`src/hdl/icc_pkg.sv`:
```
// package for the interrupt control configuration block
// assumes a 32-bit apb register bus on a single 40 MHz clock
package icc_pkg;

  // ------------------------------------------------------------
  // register map
  // ------------------------------------------------------------
  localparam logic [11:0] ICC_OFS_CONTROL = 12'h000;
  localparam logic [11:0] ICC_OFS_STATUS  = 12'h004;
  localparam logic [11:0] ICC_OFS_MASK    = 12'h008;
  localparam logic [11:0] ICC_OFS_PEND    = 12'h00C;

  // ------------------------------------------------------------
  // field layout of the control word
  // ------------------------------------------------------------
  localparam int          ICC_NUM_EXT       = 5;
  localparam int          ICC_POS_VEC_MODE  = 12;
  localparam int          ICC_POS_THR_LO    = 8;
  localparam int          ICC_THR_W         = 3;
  localparam int          ICC_POS_EDGE_LO   = 0;
  localparam logic [31:0] ICC_CONTROL_WMASK = 32'h0000171F;
  localparam logic [31:0] ICC_CONTROL_RESET = 32'h00000000;
  localparam logic [2:0]  ICC_THR_OFF       = 3'h0;

  // ------------------------------------------------------------
  // status layout: bits 4:0 edges seen, bit 5 proximity start
  // ------------------------------------------------------------
  localparam int          ICC_NUM_EVT       = 6;
  localparam int          ICC_POS_EVT_PROX  = 5;
  localparam logic [5:0]  ICC_EVT_RESET     = 6'h00;

  // decoded view of the control word
  typedef struct packed {
    logic                    vector_mode_select;
    logic [ICC_THR_W-1:0]    proximity_priority_threshold;
    logic [ICC_NUM_EXT-1:0]  edge_select;
  } icc_cfg_t;

endpackage : icc_pkg

```
`src/hdl/icc_edge_det.sv`:
```
// one synchronised edge detector per external interrupt pin
// assumes asynchronous pins; polarity comes from same-clock logic
`timescale 1ns/1ps
module icc_edge_det #(
  parameter int N = 5
) (
  // clock and reset
  input  wire logic         pclk,
  input  wire logic         presetn,
  // pins and polarity
  input  wire logic [N-1:0] pin_in,
  input  wire logic [N-1:0] rising_sel,
  // one-cycle edge pulses
  output logic      [N-1:0] edge_pulse
);

  // ------------------------------------------------------------
  // per-pin synchroniser and detector
  // ------------------------------------------------------------
  genvar g;
  generate
    for (g = 0; g < N; g++) begin : g_pin
      logic meta_reg;
      logic sync_reg;
      logic last_reg;
      wire  rise_w = sync_reg & ~last_reg;
      wire  fall_w = ~sync_reg & last_reg;
      // only sync_reg reads meta_reg
      always_ff @(posedge pclk or negedge presetn) begin
        if (!presetn) begin
          meta_reg <= 1'b0;
          sync_reg <= 1'b0;
          last_reg <= 1'b0;
        end else begin
          meta_reg <= pin_in[g];
          sync_reg <= meta_reg;
          last_reg <= sync_reg;
        end
      end
      // selected edge only
      assign edge_pulse[g] = rising_sel[g] ? rise_w : fall_w;
    end
  endgenerate

endmodule : icc_edge_det

```
`src/hdl/icc_prox_start.sv`:
```
// decides whether an interrupt's group priority starts the proximity timer
// assumes priority and request come from same-clock logic
`timescale 1ns/1ps
module icc_prox_start (
  // threshold and request
  input  wire logic [2:0] threshold,
  input  wire logic [2:0] group_prio,
  input  wire logic       irq_valid,
  // decision
  output logic            start
);

  // ------------------------------------------------------------
  // compare
  // ------------------------------------------------------------
  wire enabled_w = (threshold != icc_pkg::ICC_THR_OFF);
  wire in_range_w = (group_prio <= threshold);

  // zero threshold never starts the timer
  assign start = irq_valid & enabled_w & in_range_w;

endmodule : icc_prox_start

```
`src/hdl/icc_top.sv`:
```
// Functional notes
// - bit 12 chooses multi or single vector
// - threshold 1-7: priority at or below starts timer
// - threshold zero disables the proximity timer
// - bits 4:0 pick rising or falling edge
// - unimplemented control bits read zero, ignore writes
//
// interrupt control configuration: apb slave, edge detect, proximity start
// assumes an apb master on pclk; pins are asynchronous to pclk
`timescale 1ns/1ps
module icc_top #(
  parameter int NUM_EXT = icc_pkg::ICC_NUM_EXT
) (
  // apb clock and reset
  input  wire logic               pclk,
  input  wire logic               presetn,
  // apb slave
  input  wire logic               psel,
  input  wire logic               penable,
  input  wire logic               pwrite,
  input  wire logic [11:0]        paddr,
  input  wire logic [31:0]        pwdata,
  input  wire logic [3:0]         pstrb,
  output logic      [31:0]        prdata,
  output logic                    pready,
  output logic                    pslverr,
  // external interrupt pins
  input  wire logic [NUM_EXT-1:0] ext_irq_pin,
  // interrupt in service from the controller
  input  wire logic               irq_valid,
  input  wire logic [2:0]         irq_group_prio,
  // configuration toward the controller
  output logic                    vector_mode_select,
  output logic [2:0]              proximity_priority_threshold,
  output logic [NUM_EXT-1:0]      ext_irq_pending,
  output logic                    prox_timer_start,
  // interrupt line
  output logic                    irq
);

  // ------------------------------------------------------------
  // registers
  // ------------------------------------------------------------
  logic [31:0]                      control_reg;
  logic [icc_pkg::ICC_NUM_EVT-1:0]  status_reg;
  logic [icc_pkg::ICC_NUM_EVT-1:0]  mask_reg;
  logic [NUM_EXT-1:0]               pend_reg;
  logic [31:0]                      prdata_reg;
  logic                             pready_reg;
  logic                             pslverr_reg;
  logic                             vec_reg;
  logic [2:0]                       thr_reg;
  logic                             prox_reg;
  logic                             irq_reg;
  icc_pkg::icc_cfg_t                cfg;

  // ------------------------------------------------------------
  // decode of the control word
  // ------------------------------------------------------------
  assign cfg.vector_mode_select = control_reg[icc_pkg::ICC_POS_VEC_MODE];
  assign cfg.proximity_priority_threshold =
    control_reg[icc_pkg::ICC_POS_THR_LO +: icc_pkg::ICC_THR_W];
  assign cfg.edge_select = control_reg[icc_pkg::ICC_POS_EDGE_LO +: icc_pkg::ICC_NUM_EXT];

  // ------------------------------------------------------------
  // edge detectors and proximity decision
  // ------------------------------------------------------------
  logic [NUM_EXT-1:0] edge_pulse;
  logic               prox_start;

  icc_edge_det #(
    .N (NUM_EXT)
  ) u_edge (
    .pclk       (pclk),
    .presetn    (presetn),
    .pin_in     (ext_irq_pin),
    .rising_sel (cfg.edge_select[NUM_EXT-1:0]),
    .edge_pulse (edge_pulse)
  );

  icc_prox_start u_prox (
    .threshold  (cfg.proximity_priority_threshold),
    .group_prio (irq_group_prio),
    .irq_valid  (irq_valid),
    .start      (prox_start)
  );

  // ------------------------------------------------------------
  // apb decode: zero wait states, every access completes at once
  // ------------------------------------------------------------
  wire setup_w   = psel & ~penable;
  wire access_w  = psel & penable & pready_reg;
  wire wr_w      = access_w & pwrite;
  wire hit_ctl_w = (paddr == icc_pkg::ICC_OFS_CONTROL);
  wire hit_sts_w = (paddr == icc_pkg::ICC_OFS_STATUS);
  wire hit_msk_w = (paddr == icc_pkg::ICC_OFS_MASK);
  wire hit_pnd_w = (paddr == icc_pkg::ICC_OFS_PEND);
  wire mapped_w  = hit_ctl_w | hit_sts_w | hit_msk_w | hit_pnd_w;

  // byte strobes expanded to a bit mask
  wire [31:0] strb_mask_w = {{8{pstrb[3]}}, {8{pstrb[2]}}, {8{pstrb[1]}}, {8{pstrb[0]}}};
  wire [31:0] ctl_wmask_w = strb_mask_w & icc_pkg::ICC_CONTROL_WMASK;
  wire [31:0] control_next = (control_reg & ~ctl_wmask_w) | (pwdata & ctl_wmask_w);

  // read mux; unused bits read as zero
  wire [31:0] rd_mux_w =
    hit_ctl_w ? (control_reg & icc_pkg::ICC_CONTROL_WMASK) :
    hit_sts_w ? {26'h0000000, status_reg} :
    hit_msk_w ? {26'h0000000, mask_reg} :
    hit_pnd_w ? {{(32-NUM_EXT){1'b0}}, pend_reg} : 32'h00000000;

  // ------------------------------------------------------------
  // event and pending next values; a new event beats a clear
  // ------------------------------------------------------------
  wire [icc_pkg::ICC_NUM_EVT-1:0] evt_w   = {prox_start, edge_pulse};
  wire [icc_pkg::ICC_NUM_EVT-1:0] sclr_w  =
    (wr_w & hit_sts_w & pstrb[0]) ? pwdata[icc_pkg::ICC_NUM_EVT-1:0] : 6'h00;
  wire [icc_pkg::ICC_NUM_EVT-1:0] status_next = (status_reg & ~sclr_w) | evt_w;
  wire [NUM_EXT-1:0] pclr_w =
    (wr_w & hit_pnd_w & pstrb[0]) ? pwdata[NUM_EXT-1:0] : {NUM_EXT{1'b0}};
  wire [NUM_EXT-1:0] pend_next = (pend_reg & ~pclr_w) | edge_pulse;
  wire irq_next = |(status_next & mask_reg);

  // ------------------------------------------------------------
  // control register
  // ------------------------------------------------------------
  always_ff @(posedge pclk or negedge presetn) begin
    if (!presetn) begin
      control_reg <= icc_pkg::ICC_CONTROL_RESET;
    end else if (wr_w && hit_ctl_w) begin
      control_reg <= control_next;
    end
  end

  // mask register, low byte lane only
  always_ff @(posedge pclk or negedge presetn) begin
    if (!presetn) begin
      mask_reg <= icc_pkg::ICC_EVT_RESET;
    end else if (wr_w && hit_msk_w && pstrb[0]) begin
      mask_reg <= pwdata[icc_pkg::ICC_NUM_EVT-1:0];
    end
  end

  // ------------------------------------------------------------
  // sticky status and pending requests
  // ------------------------------------------------------------
  always_ff @(posedge pclk or negedge presetn) begin
    if (!presetn) begin
      status_reg <= icc_pkg::ICC_EVT_RESET;
      pend_reg   <= {NUM_EXT{1'b0}};
      irq_reg    <= 1'b0;
    end else begin
      status_reg <= status_next;
      pend_reg   <= pend_next;
      irq_reg    <= irq_next;
    end
  end

  // ------------------------------------------------------------
  // registered outputs toward the controller
  // ------------------------------------------------------------
  always_ff @(posedge pclk or negedge presetn) begin
    if (!presetn) begin
      vec_reg  <= 1'b0;
      thr_reg  <= icc_pkg::ICC_THR_OFF;
      prox_reg <= 1'b0;
    end else begin
      vec_reg  <= control_next[icc_pkg::ICC_POS_VEC_MODE] & wr_w & hit_ctl_w
                  | cfg.vector_mode_select & ~(wr_w & hit_ctl_w);
      thr_reg  <= (wr_w && hit_ctl_w) ?
                  control_next[icc_pkg::ICC_POS_THR_LO +: icc_pkg::ICC_THR_W] :
                  cfg.proximity_priority_threshold;
      prox_reg <= prox_start;
    end
  end

  // ------------------------------------------------------------
  // apb answer: pready rises in the access cycle after setup
  // ------------------------------------------------------------
  always_ff @(posedge pclk or negedge presetn) begin
    if (!presetn) begin
      pready_reg  <= 1'b0;
      pslverr_reg <= 1'b0;
      prdata_reg  <= 32'h00000000;
    end else begin
      pready_reg  <= setup_w;
      pslverr_reg <= setup_w & ~mapped_w;
      prdata_reg  <= (setup_w && !pwrite) ? rd_mux_w : 32'h00000000;
    end
  end

  assign prdata                       = prdata_reg;
  assign pready                       = pready_reg;
  assign pslverr                      = pslverr_reg;
  assign vector_mode_select           = vec_reg;
  assign proximity_priority_threshold = thr_reg;
  assign ext_irq_pending              = pend_reg;
  assign prox_timer_start             = prox_reg;
  assign irq                          = irq_reg;

endmodule : icc_top

```
`config.mk`:
```
export PLATFORM = sky130hd
export DESIGN_NAME = icc_top
export DESIGN_NICKNAME = d
export VERILOG_FILES = /design/src/hdl/icc_pkg.sv /design/src/hdl/icc_edge_det.sv /design/src/hdl/icc_prox_start.sv /design/src/hdl/icc_top.sv
export SDC_FILE = /design/constraint.sdc
export NUM_CORES = 1
export LEC_CHECK = 0
export BUFFER_PORTS_ARGS = -buffer_cell sky130_fd_sc_hd__buf_2
export CORE_UTILIZATION = 48
export CTS_CLUSTER_DIAMETER = 120
export DETAILED_ROUTE_END_ITERATION = 10
export PLACE_DENSITY = 0.88
export SYNTH_ARGS = -nofsm -noshare
export SYNTH_HDL_FRONTEND = slang
export SYNTH_SLANG_ARGS = --single-unit
```
`constraint.sdc`:
```
create_clock -name pclk -period 1.7 [get_ports pclk]
set_input_delay 0.085 -clock pclk [delete_from_list [all_inputs] [get_ports pclk]]
set_output_delay 0.085 -clock pclk [all_outputs]
set_load 0.02 [all_outputs]
```
==> summary.md <==
| Metric | Value |
|---|---|
| Outcome | `complete, no violations` |
| Post-CTS Setup Bufs | `0` |
| Commonest non-fill, non-tap cell in the layout | `buf_2` |
| Num ports | `107` |
| Critical path class | `register to register` |
| Core Footprint | `5200 um2` |
| Area share of the largest cell type after synthesis | `0.560` |
| Syn_area_per_cell | `12.0 um2` |
| Hold Path Class | `input port to register` |
| Die width | `76.1 um` |
| Post-layout min period | `1.60 ns` |
| Clk Latency, worst-skew pair | `0.33 ns` |
| Post-synth ARST share | `1.00` |
| RSZ-0062 raised after global routing | `false` |
| Die area | `5800 um2` |
| Iter 0 DRT Violations | `94` |
| CTS buffer count | `9` |
| Average wire per cell in the routed design | `13.9 um` |
| Maximum clock insertion buffer count | `2` |
| Worst Max-Slew Pin Slew | `0.492 ns` |
| EDFF count, synth | `0` |
| Placement Cell Area | `3000 um2` |
| Multi-input gate area | `1000 um2` |
| Number of global-route vias before repair | `1974` |
| # setup viols final | `0` |
| CP Launch Type | `register` |
| Routed WL | `5.32 mm` |
| Clock sink count | `59` |
| Initial antenna violation count | `0` |
| Row count | `26` |
| Leak pwr | `0.00178 uW` |
| Final Max Slew Viols | `0` |
| Clk_skew | `0.00647 ns` |
| Synth Warn # | `0` |
| Register area | `1480 um2` |
| Max Fanout on Critical Path | `5` |
| Final WS setup | `0.0981 ns` |
| GR Overflow Total | `0` |
| Clk root buf | `clkbuf_8` |
| Synth cell types | `40` |
| Final hold vios | `0` |
| Yosys reg bits | `59` |
| Final net count | `374` |
| First-pass DRT Iterations | `4` |
| Detail Route Antenna Nets | `0` |
| FILL cells | `425` |
| Syn-to-layout area delta | `27.0%` |
| Gp weighted congestion | `0.834` |
| Cell taking the most area after synthesis | `dfrtp_1` |
| Worst setup EP type | `register` |
| Die extent in y | `76.1 um` |
| PortBufs | `60` |
| DRC errors left | `0` |
| Fin area | `3350 um2` |
| Max FFs per register | `10` |
| Detail Placement HPWL | `3.97 mm` |
| Commonest cells after routing, fill and taps aside | `buf_2 (60), dfrtp_1 (59), conb_1 (22), nor2_1 (15), buf_4 (13)` |
| VDD IR max | `590 uV` |
| Worst relative slew slack | `0.663` |
| Synth Cell Area | `2640 um2` |
| Power Density | `911 nW/um2` |
| Worst EP arrival | `1.80 ns` |
| Post-route clock period utilization | `0.942` |
| Cells after synthesis | `219` |
| GRT Overall Usage | `0.199` |
| Clk slew on worst S/H paths | `0.06 ns` |
| Pin count of the biggest net entering global routing | `25` |
| F_max | `0.624 GHz` |
| ANT cells | `0` |
| Synth area leaders | `dfrtp_1 (56%), buf_4 (6.8%), mux2_1 (4.3%), mux2_2 (2.1%), nor2_1 (2.1%)` |
| Maxcap violations | `0` |
| Post-synthesis sequential area ratio | `0.560` |
| CP Data Required Time | `1.90 ns` |
| Vias | `1899` |
| CTS tree | `built` |
| Post-synth top flop | `dfrtp_1` |
| First-pass GRT wire length | `8.78 mm` |
| Starting Density | `0.507` |
| Layout cells sized above 1 | `0.331` |
| Vias per cell | `4.95` |
| Pre-CTS WS | `-0.115 ns` |
| Htree depth | `3` |
-- final timing paths --
| kind | start | to | slack, ns | depth (start not counted) |
|---|---|---|---|---|
| worst max-delay path | pready | irq | 0.1 | 5 |
| worst min-delay path | pwdata[0] | mask_reg[0] | 0.02 | 2 |
| worst max register to register | pready | irq | 0.1 | 5 |
| worst min register to register | u_edge.g_pin[2].meta_reg | u_edge.g_pin[2].sync_reg | 0.35 | 0 |
| max in group asynchronous | presetn | u_edge.g_pin[2].meta_reg | 0.78 | 3 |
| min in group asynchronous | presetn | prdata[2] | 0.25 | 2 |
-- Yosys cell counts (2+ instances only) --
library cell / number
nand2b_1: 4
o31ai_1: 6
a211oi_1: 2
nor2_8: 2
a211o_1: 5
nor2b_1: 3
nand2_1: 9
a2111oi_0: 3
or2_2: 2
mux2_2: 5
mux2i_1: 3
and3b_1: 5
a21oi_1: 3
dfrtp_1: 59
nand4_1: 4
nor4_1: 3
a31oi_1: 5
mux2_1: 10
nor2_1: 15
inv_1: 11
o21ai_0: 6
mux4_2: 2
ha_1: 3
buf_4: 24
and2_1: 4
nor3b_1: 3
and3_1: 5
-- cell type report --
class	count	share of cell area
flip-flops and latches	59	0.441
well taps	70	0.0261
clock buffers	11	0.0452
multi-input cells	143	0.299
inverters	11	0.0123
repair buffers	85	0.155
clock inverters	5	0.0224
-- metal layers --
| metal | track usage | routed length (um) | vias up |
|---|---|---|---|
| met2 | 0.320 | 2540 | 82 |
| li1 | - | - | 910 |
| met4 | 0.0962 | 110 | 0 |
| met5 | 0 | 0 | - |
| met1 | 0.242 | 2310 | 895 |
| met3 | 0.0659 | 362 | 12 |
-- report_power, final --
| group | leakage, uW | internal (uW) | total [uW] | switching (uW) |
|---|---|---|---|---|
| Clock | 0.000119 | 897 | 1410 | 515 |
| Sequential | 0.000720 | 1430 | 1430 | 9.68 |
| Combinational | 0.000946 | 75.7 | 207 | 132 |
| Total | 0.00178 | 2400 | 3050 | 656 |
-- metrics by stage --
stage / utilization / power [uW] / TNS [ns] / hold WS, ns / std cells
3_5_place_dp: 0.577 / 1650 / -0.428 / 0.0657 / 356
3_3_place_gp: 0.577 / 1640 / -0.123 / 0.0638 / 356
2_1_floorplan: - / 1590 / 0 / -0.211 / 240
4_1_cts: 0.644 / 3090 / 0 / 0.0110 / 384
6_report: 0.644 / 3050 / 0 / 0.0208 / 384
5_1_grt: 0.644 / 3170 / 0 / 0.0216 / 384
-- what timing repair did --
action / in CTS / in global routing
hold buffers: 12 / 0
resized for setup: 0 / 2
hold endpoints to repair: 35 / 0
endpoints found under the setup margin: 0 / 1
-- critical path, cell delays in order, from the launching register on --
cell and delay [ns]:
dfrtp_1 0.35, and4_4 0.26, and4_2 0.30, a31oi_1 0.13
a211oi_1 0.28, nand4_1 0.14
-- cells by family after synthesis --
family / after synthesis / share of synthesized area
AND/OR/NAND/NOR: 66 / 0.157
flip-flops: 59 / 0.560
buffers and inverters: 38 / 0.0915
AO/OA/AOI/OAI: 32 / 0.0839
multiplexers: 20 / 0.0925
adder cells (fa/ha/maj): 3 / 0.0142
other: 1 / 0.00142
No activity file was read; power rests on OpenSTA's default activity.
